$ cat src/design/ttu_cfg.svh
// Purpose: constants of the triple timer unit (offsets, fields, resets)
// Assumes: 8-bit apb byte address, one register per aligned word
// Notes:   channel n sits at n*0x20, global registers at 0x60
`ifndef TTU_CFG_SVH
`define TTU_CFG_SVH

`define TTU_NCH        3
`define TTU_PRESC_W    21
`define TTU_CNT_W      24
`define TTU_CTRL_W     12
`define TTU_STAT_W     6
`define TTU_GLB_SEL    2'h3
`define TTU_LAST_OFF   5'h14
// offsets inside a channel block
`define TTU_OFF_CTRL   5'h00
`define TTU_OFF_LOAD   5'h04
`define TTU_OFF_CMP    5'h08
`define TTU_OFF_DUTY   5'h0c
`define TTU_OFF_COUNT  5'h10
`define TTU_OFF_CAPT   5'h14
// offsets inside the global block
`define TTU_OFF_PRESC  5'h00
`define TTU_OFF_STATUS 5'h04
`define TTU_OFF_MASK   5'h08
`define TTU_OFF_GDIR   5'h0c
`define TTU_OFF_GOUT   5'h10
`define TTU_OFF_GIN    5'h14
// control register fields
`define TTU_C_EN       0
`define TTU_C_SRC      1
`define TTU_C_PRE      2
`define TTU_C_MODE     5:3
`define TTU_C_EDGE     7:6
`define TTU_C_PIN      8
`define TTU_C_INV      9
`define TTU_C_DMA      10
`define TTU_C_CAPEN    11
// modes
`define TTU_M_PULSE    3'h0
`define TTU_M_PWM      3'h1
`define TTU_M_WDOG     3'h2
`define TTU_M_EVENT    3'h3
`define TTU_M_WIDTH    3'h4
`define TTU_M_PERIOD   3'h5
// edge selects
`define TTU_E_RISE     2'h0
`define TTU_E_FALL     2'h1
// reset values
`define TTU_RST_PRESC  21'h000000
`define TTU_RST_MASK   6'h00

`endif

$ cat src/design/ttu_pkg.sv
// Purpose: state types of the triple timer unit
// Assumes: ttu_cfg.svh on the include path
// Notes:   one packed struct per module holds all its state
package ttu_pkg;
`include "ttu_cfg.svh"

    typedef struct packed {
        logic [`TTU_PRESC_W-1:0]                  presc_cnt;
        logic [`TTU_PRESC_W-1:0]                  presc_div;
        logic [`TTU_NCH-1:0][`TTU_CTRL_W-1:0]     ctrl;
        logic [`TTU_NCH-1:0][`TTU_CNT_W-1:0]      load;
        logic [`TTU_NCH-1:0][`TTU_CNT_W-1:0]      cmp;
        logic [`TTU_NCH-1:0][`TTU_CNT_W-1:0]      duty;
        logic [`TTU_STAT_W-1:0]                   status;
        logic [`TTU_STAT_W-1:0]                   mask;
        logic [`TTU_NCH-1:0]                      gdir;
        logic [`TTU_NCH-1:0]                      gout;
        logic [`TTU_NCH-1:0]                      sync1;
        logic [`TTU_NCH-1:0]                      sync2;
        logic [`TTU_NCH-1:0]                      pout;
        logic [`TTU_NCH-1:0]                      poe;
        logic [`TTU_NCH-1:0]                      dma;
        logic [31:0]                              prdata;
    } top_state_t;

    typedef struct packed {
        logic [`TTU_CNT_W-1:0] cnt;
        logic [`TTU_CNT_W-1:0] capt;
        logic                  pin_d;
        logic                  out;
        logic                  tc;
        logic                  cap;
    } ch_state_t;

endpackage : ttu_pkg

$ cat src/design/timer_ch_if.sv
// Purpose: link between the unit's register side and one channel
// Assumes: pin is already synchronised to pclk
// Notes:   channel outputs come straight from channel flops
`timescale 1ns/1ns
`include "ttu_cfg.svh"
interface timer_ch_if (
    input wire logic pclk,
    input wire logic presetn
);
    logic                    presc_tick;
    logic                    pin;
    logic [`TTU_CTRL_W-1:0]  ctrl;
    logic [`TTU_CNT_W-1:0]   load;
    logic [`TTU_CNT_W-1:0]   cmp;
    logic [`TTU_CNT_W-1:0]   duty;
    logic [`TTU_CNT_W-1:0]   cnt;
    logic [`TTU_CNT_W-1:0]   capt;
    logic                    tc_ev;
    logic                    cap_ev;
    logic                    pout;

    modport unit (input pclk, presetn, cnt, capt, tc_ev, cap_ev, pout,
                  output presc_tick, pin, ctrl, load, cmp, duty);
    modport chan (input pclk, presetn, presc_tick, pin, ctrl, load, cmp,
                  duty, output cnt, capt, tc_ev, cap_ev, pout);
endinterface : timer_ch_if

$ cat src/design/timer_channel.sv
// Purpose: one 24-bit timer / event counter channel
// Assumes: c.pin synchronised, c.ctrl stable from register flops
// Notes:   tc_ev and cap_ev are one-cycle pulses
`timescale 1ns/1ns
`include "ttu_cfg.svh"
module timer_channel (
    timer_ch_if.chan c
);
    ttu_pkg::ch_state_t s_q, s_d;
    logic       rise, fall, edge_hit, base, tick, en, at_tc;
    logic [2:0] mode;

    always_comb begin
        s_d      = s_q;
        s_d.pin_d = c.pin;
        s_d.tc   = 1'b0;
        s_d.cap  = 1'b0;
        mode     = c.ctrl[`TTU_C_MODE];
        en       = c.ctrl[`TTU_C_EN];
        rise     = c.pin & ~s_q.pin_d;
        fall     = ~c.pin & s_q.pin_d;
        case (c.ctrl[`TTU_C_EDGE])
            `TTU_E_RISE: edge_hit = rise;
            `TTU_E_FALL: edge_hit = fall;
            default:     edge_hit = rise | fall;
        endcase
        // selected pin edges, or internal clock optionally through the shared prescaler
        base = c.ctrl[`TTU_C_SRC] ? edge_hit
             : (c.ctrl[`TTU_C_PRE] ? c.presc_tick : 1'b1);
        case (mode)
            `TTU_M_EVENT: tick = edge_hit;
            `TTU_M_WIDTH: tick = base & c.pin;
            default:      tick = base;
        endcase
        at_tc = tick && (s_q.cnt == c.cmp);
        if (!en) begin
            s_d.cnt = c.load;
            s_d.out = 1'b0;
        end else begin
            if (at_tc) begin
                s_d.tc  = 1'b1;
                s_d.cnt = c.load;
            end else if (tick) begin
                s_d.cnt = s_q.cnt + 24'h000001;
            end
            if ((mode == `TTU_M_WIDTH && fall) ||
                (mode == `TTU_M_PERIOD && rise)) begin
                s_d.capt = s_q.cnt;
                s_d.cap  = 1'b1;
                s_d.cnt  = c.load;
            end else if (c.ctrl[`TTU_C_CAPEN] && edge_hit &&
                         mode != `TTU_M_WIDTH && mode != `TTU_M_PERIOD) begin
                s_d.capt = s_q.cnt;
                s_d.cap  = 1'b1;
            end
            case (mode)
                `TTU_M_PULSE: s_d.out = at_tc;
                `TTU_M_PWM:   s_d.out = s_q.cnt < c.duty;
                `TTU_M_WDOG:  s_d.out = s_q.out | at_tc;
                default:      s_d.out = 1'b0;
            endcase
        end
    end

    always_ff @(posedge c.pclk or negedge c.presetn) begin
        if (!c.presetn) s_q <= '0;
        else            s_q <= s_d;
    end

    assign c.cnt    = s_q.cnt;
    assign c.capt   = s_q.capt;
    assign c.tc_ev  = s_q.tc;
    assign c.cap_ev = s_q.cap;
    assign c.pout   = s_q.out;
endmodule : timer_channel

$ cat src/design/triple_timer_unit.sv
// Purpose: three-channel timer / event counter with apb registers
// Assumes: apb master per apb3, pins come from outside pclk domain
// Notes:   reads answer in the first access cycle; status clears on read
//
// Function
// - one shared 21-bit prescaler feeds all channels
// - three identical 24-bit channels, own registers
// - count source: internal clock or pin edges
// - interrupt after programmed count reached
// - channel drives output pin at count
// - dma request at programmed count
// - input pin: count events, measure width/period
// - output pin: pulse, watchdog or pwm
// - unused pin works as software gpio
// - capture counter on selected pin edge
//
// The implementer's own choices: the APB register port and the address map.
`timescale 1ns/1ns
`include "ttu_cfg.svh"
module triple_timer_unit (
    input  wire logic                  pclk,
    input  wire logic                  presetn,
    input  wire logic                  psel,
    input  wire logic                  penable,
    input  wire logic                  pwrite,
    input  wire logic [7:0]            paddr,
    input  wire logic [31:0]           pwdata,
    output wire logic [31:0]           prdata,
    output wire logic                  pready,
    output wire logic                  pslverr,
    input  wire logic [`TTU_NCH-1:0]   timer_pin_in,
    output wire logic [`TTU_NCH-1:0]   timer_pin_out,
    output wire logic [`TTU_NCH-1:0]   timer_pin_oe,
    output wire logic [`TTU_NCH-1:0]   dma_req,
    output wire logic                  irq
);

    ////////////////////////////////////////////////////////////////////
    // helpers

    // aligned, below 0x80 and inside the six words of a block
    function automatic logic reg_hit(input logic [7:0] a);
        return (a[7] == 1'b0) && (a[1:0] == 2'h0)
            && (a[4:0] <= `TTU_LAST_OFF);
    endfunction : reg_hit

    function automatic logic is_glb(input logic [7:0] a);
        return a[6:5] == `TTU_GLB_SEL;
    endfunction : is_glb

    ////////////////////////////////////////////////////////////////////
    // declarations

    ttu_pkg::top_state_t s_q, s_d;

    logic                            setup;
    logic                            acc;
    logic                            wr;
    logic                            rd_status;
    logic [1:0]                      chi;
    logic [31:0]                     rd;
    logic                            presc_tick;
    logic [`TTU_STAT_W-1:0]          set_v;
    logic [`TTU_NCH-1:0]             tc_v;
    logic [`TTU_NCH-1:0]             cap_v;
    logic [`TTU_NCH-1:0]             out_v;
    logic [`TTU_NCH-1:0]             pin_en_v;
    logic [`TTU_NCH-1:0]             dma_en_v;
    logic [`TTU_NCH-1:0][`TTU_CNT_W-1:0] cnt_v;
    logic [`TTU_NCH-1:0][`TTU_CNT_W-1:0] capt_v;

    ////////////////////////////////////////////////////////////////////
    // channels

    timer_ch_if ch_if [`TTU_NCH] (.pclk(pclk), .presetn(presetn));

    genvar g;
    generate
        for (g = 0; g < `TTU_NCH; g++) begin : g_ch
            assign ch_if[g].presc_tick = presc_tick;
            assign ch_if[g].pin        = s_q.sync2[g];
            assign ch_if[g].ctrl       = s_q.ctrl[g];
            assign ch_if[g].load       = s_q.load[g];
            assign ch_if[g].cmp        = s_q.cmp[g];
            assign ch_if[g].duty       = s_q.duty[g];
            assign tc_v[g]             = ch_if[g].tc_ev;
            assign cap_v[g]            = ch_if[g].cap_ev;
            assign out_v[g]            = ch_if[g].pout;
            assign cnt_v[g]            = ch_if[g].cnt;
            assign capt_v[g]           = ch_if[g].capt;
            assign pin_en_v[g]         = s_q.ctrl[g][`TTU_C_PIN];
            assign dma_en_v[g]         = s_q.ctrl[g][`TTU_C_DMA];
            assign set_v[2*g]          = ch_if[g].tc_ev;
            assign set_v[2*g+1]        = ch_if[g].cap_ev;
            timer_channel u_ch (
                .c (ch_if[g])
            );
        end
    endgenerate

    ////////////////////////////////////////////////////////////////////
    // bus decode

    // reads are sampled at the setup edge so prdata comes from a flop
    assign setup     = psel & ~penable;
    assign acc       = psel & penable;
    assign wr        = acc & pwrite & reg_hit(paddr);
    assign rd_status = acc & ~pwrite & reg_hit(paddr) & is_glb(paddr)
                     & (paddr[4:0] == `TTU_OFF_STATUS);
    assign chi       = paddr[6:5];
    assign presc_tick = (s_q.presc_cnt == s_q.presc_div);

    always_comb begin
        rd = 32'h00000000;
        if (reg_hit(paddr) && is_glb(paddr)) begin
            case (paddr[4:0])
                `TTU_OFF_PRESC:  rd[`TTU_PRESC_W-1:0] = s_q.presc_div;
                `TTU_OFF_STATUS: rd[`TTU_STAT_W-1:0]  = s_q.status;
                `TTU_OFF_MASK:   rd[`TTU_STAT_W-1:0]  = s_q.mask;
                `TTU_OFF_GDIR:   rd[`TTU_NCH-1:0]     = s_q.gdir;
                `TTU_OFF_GOUT:   rd[`TTU_NCH-1:0]     = s_q.gout;
                `TTU_OFF_GIN:    rd[`TTU_NCH-1:0]     = s_q.sync2;
                default:         rd = 32'h00000000;
            endcase
        end else if (reg_hit(paddr)) begin
            case (paddr[4:0])
                `TTU_OFF_CTRL:  rd[`TTU_CTRL_W-1:0] = s_q.ctrl[chi];
                `TTU_OFF_LOAD:  rd[`TTU_CNT_W-1:0]  = s_q.load[chi];
                `TTU_OFF_CMP:   rd[`TTU_CNT_W-1:0]  = s_q.cmp[chi];
                `TTU_OFF_DUTY:  rd[`TTU_CNT_W-1:0]  = s_q.duty[chi];
                `TTU_OFF_COUNT: rd[`TTU_CNT_W-1:0]  = cnt_v[chi];
                `TTU_OFF_CAPT:  rd[`TTU_CNT_W-1:0]  = capt_v[chi];
                default:        rd = 32'h00000000;
            endcase
        end
    end

    ////////////////////////////////////////////////////////////////////
    // next state

    always_comb begin
        s_d = s_q;

        // pins pass two flops before any logic reads them
        s_d.sync1 = timer_pin_in;
        s_d.sync2 = s_q.sync1;

        // shared prescaler: one tick every presc_div+1 cycles
        s_d.presc_cnt = presc_tick ? '0
                      : s_q.presc_cnt + 21'h000001;

        if (setup) begin
            s_d.prdata = rd;
        end

        if (wr && is_glb(paddr)) begin
            case (paddr[4:0])
                `TTU_OFF_PRESC: s_d.presc_div = pwdata[`TTU_PRESC_W-1:0];
                `TTU_OFF_MASK:  s_d.mask = pwdata[`TTU_STAT_W-1:0];
                `TTU_OFF_GDIR:  s_d.gdir = pwdata[`TTU_NCH-1:0];
                `TTU_OFF_GOUT:  s_d.gout = pwdata[`TTU_NCH-1:0];
                default:        s_d.mask = s_q.mask;
            endcase
        end else if (wr) begin
            case (paddr[4:0])
                `TTU_OFF_CTRL: s_d.ctrl[chi] = pwdata[`TTU_CTRL_W-1:0];
                `TTU_OFF_LOAD: s_d.load[chi] = pwdata[`TTU_CNT_W-1:0];
                `TTU_OFF_CMP:  s_d.cmp[chi]  = pwdata[`TTU_CNT_W-1:0];
                `TTU_OFF_DUTY: s_d.duty[chi] = pwdata[`TTU_CNT_W-1:0];
                default:       s_d.cmp[chi]  = s_q.cmp[chi];
            endcase
        end

        // read clears; an event in the same cycle survives the clear
        s_d.status = (rd_status ? '0 : s_q.status) | set_v;

        s_d.dma = tc_v & dma_en_v;

        // a pin owned by its channel follows the channel's mode;
        // otherwise it is plain gpio
        for (int i = 0; i < `TTU_NCH; i++) begin
            if (pin_en_v[i]) begin
                s_d.pout[i] = out_v[i] ^ s_q.ctrl[i][`TTU_C_INV];
                s_d.poe[i]  = s_q.ctrl[i][`TTU_C_MODE] < `TTU_M_EVENT;
            end else begin
                s_d.pout[i] = s_q.gout[i];
                s_d.poe[i]  = s_q.gdir[i];
            end
        end
    end

    always_ff @(posedge pclk or negedge presetn) begin
        if (!presetn) begin
            s_q           <= '0;
            s_q.presc_div <= `TTU_RST_PRESC;
            s_q.mask      <= `TTU_RST_MASK;
        end else begin
            s_q <= s_d;
        end
    end

    ////////////////////////////////////////////////////////////////////
    // outputs

    assign prdata        = s_q.prdata;
    assign pready        = 1'b1;
    assign pslverr       = acc & ~reg_hit(paddr);
    assign timer_pin_out = s_q.pout;
    assign timer_pin_oe  = s_q.poe;
    assign dma_req       = s_q.dma;
    assign irq           = |(s_q.status & s_q.mask);
endmodule : triple_timer_unit

$ cat config.mk
export PLATFORM = sky130hd
export DESIGN_NAME = triple_timer_unit
export DESIGN_NICKNAME = d
export VERILOG_FILES = /design/src/design/ttu_pkg.sv /design/src/design/timer_ch_if.sv /design/src/design/timer_channel.sv /design/src/design/triple_timer_unit.sv
export VERILOG_INCLUDE_DIRS = /design/src /design/src/design
export SDC_FILE = /design/constraint.sdc
export NUM_CORES = 1
export LEC_CHECK = 0
export ABC_AREA = 1
export BUFFER_PORTS_ARGS = -buffer_cell sky130_fd_sc_hd__buf_2
export CORE_UTILIZATION = 45
export DETAILED_ROUTE_END_ITERATION = 8
export PLACE_DENSITY_LB_ADDON = 0.05
export SLEW_MARGIN = 10
export SYNTH_ARGS = -nofsm -noshare
export SYNTH_HDL_FRONTEND = slang
export SYNTH_SLANG_ARGS = --single-unit
export TNS_END_PERCENT = 50
$ cat constraint.sdc
create_clock -name pclk -period 2.45 [get_ports pclk]
set_clock_uncertainty 0.05 [all_clocks]
set_input_delay 0.735 -clock pclk [delete_from_list [all_inputs] [get_ports pclk]]
set_output_delay 0.735 -clock pclk [all_outputs]
set_load 0.02 [all_outputs]
==> flow_metrics.env, run 1 <==
export IMPL_status="finished, violations left"
export IMPL_violations="setup timing"
export IMPL_drt_iter0_drc=3281
export IMPL_arrival_ns=1.70
export IMPL_hp_class="in -> reg"
export IMPL_r2r_end="g_ch[2].u_ch.c.cnt[23]$_DFFE_PN0P_"
export IMPL_dp_hpwl_microns=94590
export IMPL_synthCells=3757
export IMPL_reg2reg_slack_ns=0.09
export IMPL_crit_path_cell_trace="inv_2 > o22ai_2 > a221oi_2 > o221ai_2 > buf_6"
export IMPL_clk_pin_slew_worst_paths_ns=0.06
export IMPL_wl_met3_microns=14140
export IMPL_numClockSinks=507
export IMPL_h_tree_depth=2
export IMPL_wirelength_met1_microns=54240
export IMPL_hold_viol_final=0
export IMPL_top_layer="met5"
export IMPL_rsz0062_at_grt="yes"
export IMPL_ir_drop_mv=0.5232
export IMPL_drc=0
export IMPL_hold_start="timer_pin_in[1]"
export IMPL_dpl_cell_count=4841
export IMPL_dieArea_sq_um=64580
export IMPL_grt_pass1_wl_microns=175900
export IMPL_io_pin_count=92
export IMPL_holdPathStages=1
export IMPL_fmax_mhz=403.1
export IMPL_wl_per_cell_microns=24.47
export IMPL_cpMaxStageDelayCell="dfrtp_1"
export IMPL_initial_core_util_pct=45.43
export IMPL_pwr_share_comb_pct=7.9
export IMPL_numCtsBuffers=58
export IMPL_place_congestion=1.020
export IMPL_yosys_cell_types_count=48
export IMPL_rows=92
export IMPL_area_growth_pct=22.42
export IMPL_grt_antenna_before_repair=4
export IMPL_slew_viol_final=0
export IMPL_power_density_nw_per_um2=572.1
export IMPL_ys_warn_count=0
export IMPL_grt_max_degree=62
export IMPL_worstPathMaxFanout=2
export IMPL_die_h_microns=254.1
export IMPL_cts_tree="built"
export IMPL_start_kind="flop"
export IMPL_period_share_pct=101.2
export IMPL_dr_total_vias=28210
export IMPL_grt_pass1_vias=26236
export IMPL_drt_total_wl_microns=121400
export IMPL_pwr_share_clk_pct=49.8
export IMPL_die_w_microns=254.1
export IMPL_final_antenna_net_count=0
export IMPL_routed_via_density=5.685
export IMPL_worst_slew_pin_slew_ns=0.6328
export IMPL_p_leak_nw=16.65
export IMPL_crit_required_ns=1.66
export IMPL_slew_headroom_pct=57.37
export IMPL_ctsLongestPathBuffers=3
export IMPL_min_period_ns=2.481
export IMPL_final_cell_mix="nand2_1 (1,115), dfrtp_1 (503), o21ai_0 (416)"
export IMPL_synth_seq_area_share_pct=44.35
export IMPL_finalWorstSetupSlack_ns=-0.03050
export IMPL_stdcell_count=4962
export IMPL_final_setup_viol_count=1
export IMPL_core_area_sq_um=62970
export IMPL_final_common_cell="nand2_1"
export IMPL_grt_usage_pct=37.71
export IMPL_critPathMaxStageDelay_ns=0.39
export IMPL_port_buffers=74
export IMPL_place_ws_ns=-0.3559
export IMPL_wl_met2_microns=49530
export IMPL_clkLatencyLatePin_ns=0.64
export IMPL_p_int_w=0.01510
export IMPL_r2r_start="g_ch[2].u_ch.c.cnt[6]$_DFFE_PN0P_"
export IMPL_switching_power_w=0.004933
export IMPL_cts_root_buf="clkbuf_16"
export IMPL_maxCapViolCount=0
export IMPL_power_share_sequential_pct=42.3
export IMPL_avgSynthCellArea_sq_um=7.614
export IMPL_p_sw_share_pct=24.62
export IMPL_reg2regPathDepth=11
export IMPL_final_nets=4194
export IMPL_yosys_register_bits=507
export IMPL_crit_start="s_q[56]$_DFFE_PN0P_"
export IMPL_hold_end="s_d[42]$_DFF_PN0_"
export IMPL_drtPass1Iterations=6
export IMPL_power_w=0.02004
export IMPL_grt_overflow_total=0
export IMPL_crit_type="reg -> out"
export IMPL_critPathCaptureType="output pin"
export IMPL_drive_above_1_share_pct=16.04
export IMPL_syn_area_sq_um=28610
[kinds of logic (layout without fill, tap and decap cells)]
logic type	Yosys count	after routing	share of synthesized area [%]
xor+xnor	132	132	4.041
simple gates	1642	1642	23.80
buf+inv	679	1030	10.08
fa+ha+maj	79	79	3.455
flops	507	507	44.35
mux	2	2	0.06998
other cells	2	10	0.02625
compound gates	714	714	14.17
[how the worst max path moves through the flow]
stage | end | cells after the start
global placement | prdata[17]$_DFFE_PN0P_ | 12
detailed placement | prdata[17]$_DFFE_PN0P_ | 12
finish | irq | 5
global route | irq | 5
CTS | irq | 5
floorplan | ch_if[1].duty[9]$_DFFE_PN0P_ | 10
[sequential cells by signal, indices dropped and copies added, names as in the netlist]
register and cells:
s_q 60, dma_req 3, timer_pin_oe 3, g_ch.u_ch.c.cap_ev 3
g_ch.u_ch.c.capt 72, ch_if.duty 72, prdata 24, ch_if.pin 3
g_ch.u_ch.c.pout 3, ch_if.ctrl 36, ch_if.load 72, g_ch.u_ch.s_q 3
g_ch.u_ch.c.cnt 72, ch_if.cmp 72, timer_pin_out 3, s_d 3
g_ch.u_ch.c.tc_ev 3
[Yosys cell counts, drive strengths merged]
master      n  area, sq um
clkinv      7        26.28
dfrtp     507        12690
o221ai     53        464.2
o211ai     15        112.6
a211oi      1        20.02
xor2       85        744.5
nor2      129        494.2
clkbuf    121        455.4
or2         6        37.54
nand4      48        300.3
nor3b       1        7.510
a32o        1        10.01
and3        1        6.260
a21oi      94        470.5
o31ai       1        7.510
o22ai      42        262.8
nor3       49        261.5
nand2    1132         4284
ha         79        988.5
a22oi      19        142.6
o2111ai    15        131.4
a21boi      1        7.510
nand3b      5        37.54
conb        2        7.510
o21a        7        52.55
buf       122        792.0
a221oi      7        61.31
nand3     260         1311
a2111oi     1        8.760
mux2i       2        20.02
xnor2      47        411.6
o21ai     451         2257
inv       429         1610
o21bai      6        45.04
nor4       11        68.82
[layout make-up]
type | count | area [sq um]
inverter | 436 | 1637
antenna | 1 | 2.502
clock inverter | 22 | 397.9
tap | 846 | 1059
clock buffer | 86 | 1790
fill | 5961 | 27940
multi-input combinational | 2578 | 13210
sequential | 507 | 12690
timing repair buffer | 486 | 4229
[power by group through the flow]
| stage | logic (W) | registers (W) | clock network, W |
|---|---|---|---|
| after global placement | 0.00153 | 0.00863 | 0 |
| after detailed placement | 0.00154 | 0.00863 | 0 |
| after floorplan | 0.000565 | 0.00862 | 0 |
| after CTS | 0.00155 | 0.00848 | 0.0101 |
| final | 0.00157 | 0.00848 | 0.00998 |
| after global routing | 0.00167 | 0.00848 | 0.0104 |
[through the flow]
step	utilization [%]	area, sq um	hold WS, ns	setup TNS (ns)
5_1_grt	55.62	35020	0.1535	-0.1052
3_3_place_gp	51.80	32620	0.2858	-15.22
6_report	55.62	35020	0.1574	-0.03050
3_5_place_dp	51.80	32620	0.2878	-22.60
2_1_floorplan	-	28630	0.2812	0
4_1_cts	55.41	34890	0.1342	-0.1308
[routing by layer]
layer  up-vias  global-route usage [%]
met3       196                   10.85
li1      12842                       -
met4         2                   10.72
met1     13700                   55.45
met2      1470                   53.43
met5         -                       0
[what timing repair did]
item | CTS | global route
pin swaps | 4 | 4
setup endpoints to repair | 52 | 77
endpoints found under the hold margin | 23 | 0
cloned | 0 | 1
hold buffers | 1 | 0
gates resized for setup | 13 | 20
buffers inserted | 6 | 4
[critical path, delay by kind of cell, from the launching register on]
kind                   cells  cell delay, ns
AO/OA/AOI/OAI              3            0.44
buffers and inverters      2            0.23
flip-flops                 1            0.39
Power figures use the tool's default switching activity.
==> run 2: changes to the inputs <==
Settings changed: CTS_BUF_LIST set to sky130_fd_sc_hd__clkbuf_16.
==> run 2 against run 1 <==
- the flow still finishes with violations (setup timing)
- final cell count stayed put
- utilization is 0.27 points lower
- sequential share of layout area is 0.18 points higher
- non-clock buffer count stayed put
- critical path type unchanged
- largest cell class unchanged
- largest power group unchanged
==> flow_metrics.env, run 2 (synthesized netlist as in run 1, its figures left out) <==
export IMPL_status="finished, violations left"
export IMPL_violations="setup timing"
export IMPL_hold_start="timer_pin_in[1]"
export IMPL_core_area_sq_um=62970
export IMPL_rsz0062_at_grt="yes"
export IMPL_dr_total_vias=28156
export IMPL_final_cell_mix="nand2_1 (1,115), dfrtp_1 (503), inv_1 (422)"
export IMPL_numClockSinks=507
export IMPL_critical_path_top_delay_family="compound AO/OA/AOI/OAI gates"
export IMPL_slew_viol_final=0
export IMPL_port_buffers=74
export IMPL_hold_viol_final=0
export IMPL_crit_buf_inv=2
export IMPL_ctsLongestPathBuffers=3
export IMPL_crit_type="reg -> out"
export IMPL_power_density_nw_per_um2=557.7
export IMPL_reg2reg_slack_ns=0.11
export IMPL_drive_above_1_share_pct=15.63
export IMPL_reg2regPathDepth=11
export IMPL_grt_usage_pct=37.70
export IMPL_clkLatencyLatePin_ns=0.64
export IMPL_maxCapViolCount=0
export IMPL_ir_drop_mv=0.5175
export IMPL_cpMaxStageDelayCell="dfrtp_1"
export IMPL_grt_pass1_vias=26205
export IMPL_start_kind="flop"
export IMPL_drtPass1Iterations=8
export IMPL_min_period_ns=2.478
export IMPL_period_share_pct=101.1
export IMPL_arrival_ns=1.69
export IMPL_fillers=5982
export IMPL_drt_iter0_drc=3544
export IMPL_critPathMaxStageDelay_ns=0.39
export IMPL_initial_core_util_pct=45.43
export IMPL_h_tree_depth=2
export IMPL_worstPathMaxFanout=2
export IMPL_place_congestion=1.020
export IMPL_cts_root_buf="clkbuf_16"
export IMPL_clk_pin_slew_worst_paths_ns=0.06
export IMPL_pwr_share_comb_pct=8.1
export IMPL_critPathCaptureType="output pin"
export IMPL_holdWs_ns=0.1609
export IMPL_fin_area_sq_um=34850
export IMPL_power_w=0.01944
export IMPL_final_nets=4194
export IMPL_r2r_start="g_ch[2].u_ch.c.cnt[6]$_DFFE_PN0P_"
export IMPL_dp_hpwl_microns=94590
export IMPL_hold_end="s_d[42]$_DFF_PN0_"
export IMPL_pwr_share_clk_pct=48.3
export IMPL_r2r_end="g_ch[2].u_ch.c.cnt[23]$_DFFE_PN0P_"
export IMPL_finalWorstSetupSlack_ns=-0.02753
export IMPL_grt_antenna_before_repair=4
export IMPL_slew_headroom_pct=59.98
export IMPL_io_pin_count=92
export IMPL_switching_power_w=0.004900
export IMPL_grt_overflow_total=0
export IMPL_routed_via_density=5.674
export IMPL_fmax_mhz=403.6
export IMPL_dpl_cell_area_sq_um=32620
export IMPL_power_share_sequential_pct=43.6
export IMPL_final_util_pct=55.35
export IMPL_final_antenna_net_count=0
export IMPL_holdPathStages=1
export IMPL_drc=0
export IMPL_wl_per_cell_microns=24.43
export IMPL_p_int_w=0.01454
export IMPL_grt_max_degree=62
export IMPL_hp_class="in -> reg"
export IMPL_die_w_microns=254.1
export IMPL_multi_input_area_sq_um=13210
export IMPL_p_sw_share_pct=25.21
export IMPL_numCtsBuffers=58
export IMPL_final_setup_viol_count=1
export IMPL_dieArea_sq_um=64580
export IMPL_rows=92
export IMPL_cts_tree="built"
export IMPL_final_common_cell="nand2_1"
export IMPL_area_growth_pct=21.83
export IMPL_p_leak_nw=16.58
export IMPL_crit_path_cell_trace="inv_2 > o22ai_2 > a221oi_2 > o221ai_2 > buf_6"
export IMPL_crit_required_ns=1.66
export IMPL_seq_area_sq_um=12690
export IMPL_die_h_microns=254.1
export IMPL_place_ws_ns=-0.3559
export IMPL_grt_pass1_wl_microns=175800
export IMPL_drt_total_wl_microns=121200
export IMPL_worst_slew_pin_slew_ns=0.5940
[run 2: cell count changes in the layout (fill, tap and decap cells not counted)]
cell | before | now
inv_1 | 414 | 422
clkinv_1 | 7 | 24
clkbuf_8 | 17 | 0
clkbuf_1 | 8 | 0
[run 2: worst max path at each step]
| stage | start | to | slack [ns] | depth (start not counted) |
|---|---|---|---|---|
| global placement | paddr[5] | prdata[17]$_DFFE_PN0P_ | -0.38 | 12 |
| global route | s_q[56]$_DFFE_PN0P_ | irq | -0.08 | 5 |
| floorplan | paddr[1] | ch_if[1].duty[9]$_DFFE_PN0P_ | 0.18 | 10 |
| finish | s_q[56]$_DFFE_PN0P_ | irq | -0.03 | 5 |
| detailed placement | paddr[5] | prdata[17]$_DFFE_PN0P_ | -0.36 | 12 |
| CTS | s_q[62]$_DFF_PN0_ | irq | -0.13 | 5 |
[run 2: metrics by stage]
step / TNS, ns / instances
2_1_floorplan: 0 / 3764
3_3_place_gp: -15.22 / 4841
3_5_place_dp: -22.60 / 4841
4_1_cts: -0.1308 / 4956
5_1_grt: -0.1061 / 4961
6_report: -0.02753 / 4962
[run 2: power groups by stage]
| stage | combinational, W | sequential (W) | clock [W] |
|---|---|---|---|
| 2_1_floorplan | 0.000565 | 0.00862 | 0 |
| 3_3_place_gp | 0.00153 | 0.00863 | 0 |
| 3_5_place_dp | 0.00154 | 0.00863 | 0 |
| 4_1_cts | 0.00155 | 0.00848 | 0.00950 |
| 5_1_grt | 0.00167 | 0.00848 | 0.00981 |
| 6_report | 0.00157 | 0.00848 | 0.00939 |
[run 2: layout make-up]
class / count / area share (%)
clock inverter: 47 / 1.411
sequential: 507 / 36.42
tap: 846 / 3.037
clock buffer: 61 / 4.380
antenna: 1 / 0.007180
inverter: 436 / 4.696
timing repair buffer: 486 / 12.13
multi-input combinational: 2578 / 37.92
[run 2: what timing repair did]
| action | in CTS | in global routing |
|---|---|---|
| endpoints found under the setup margin | 52 | 77 |
| hold endpoints to repair | 23 | 0 |
| pin swaps | 4 | 4 |
| hold buffers | 1 | 0 |
| setup buffers | 6 | 4 |
| resized for setup | 13 | 20 |
| cloned | 0 | 1 |
[run 2: metal layers]
| metal | share of wire, % | global-route usage [%] |
|---|---|---|
| met1 | 44 | 55.51 |
| met5 | 0.0091 | 0 |
| met4 | 2.7 | 10.57 |
| met3 | 12 | 10.79 |
| met2 | 41 | 53.46 |
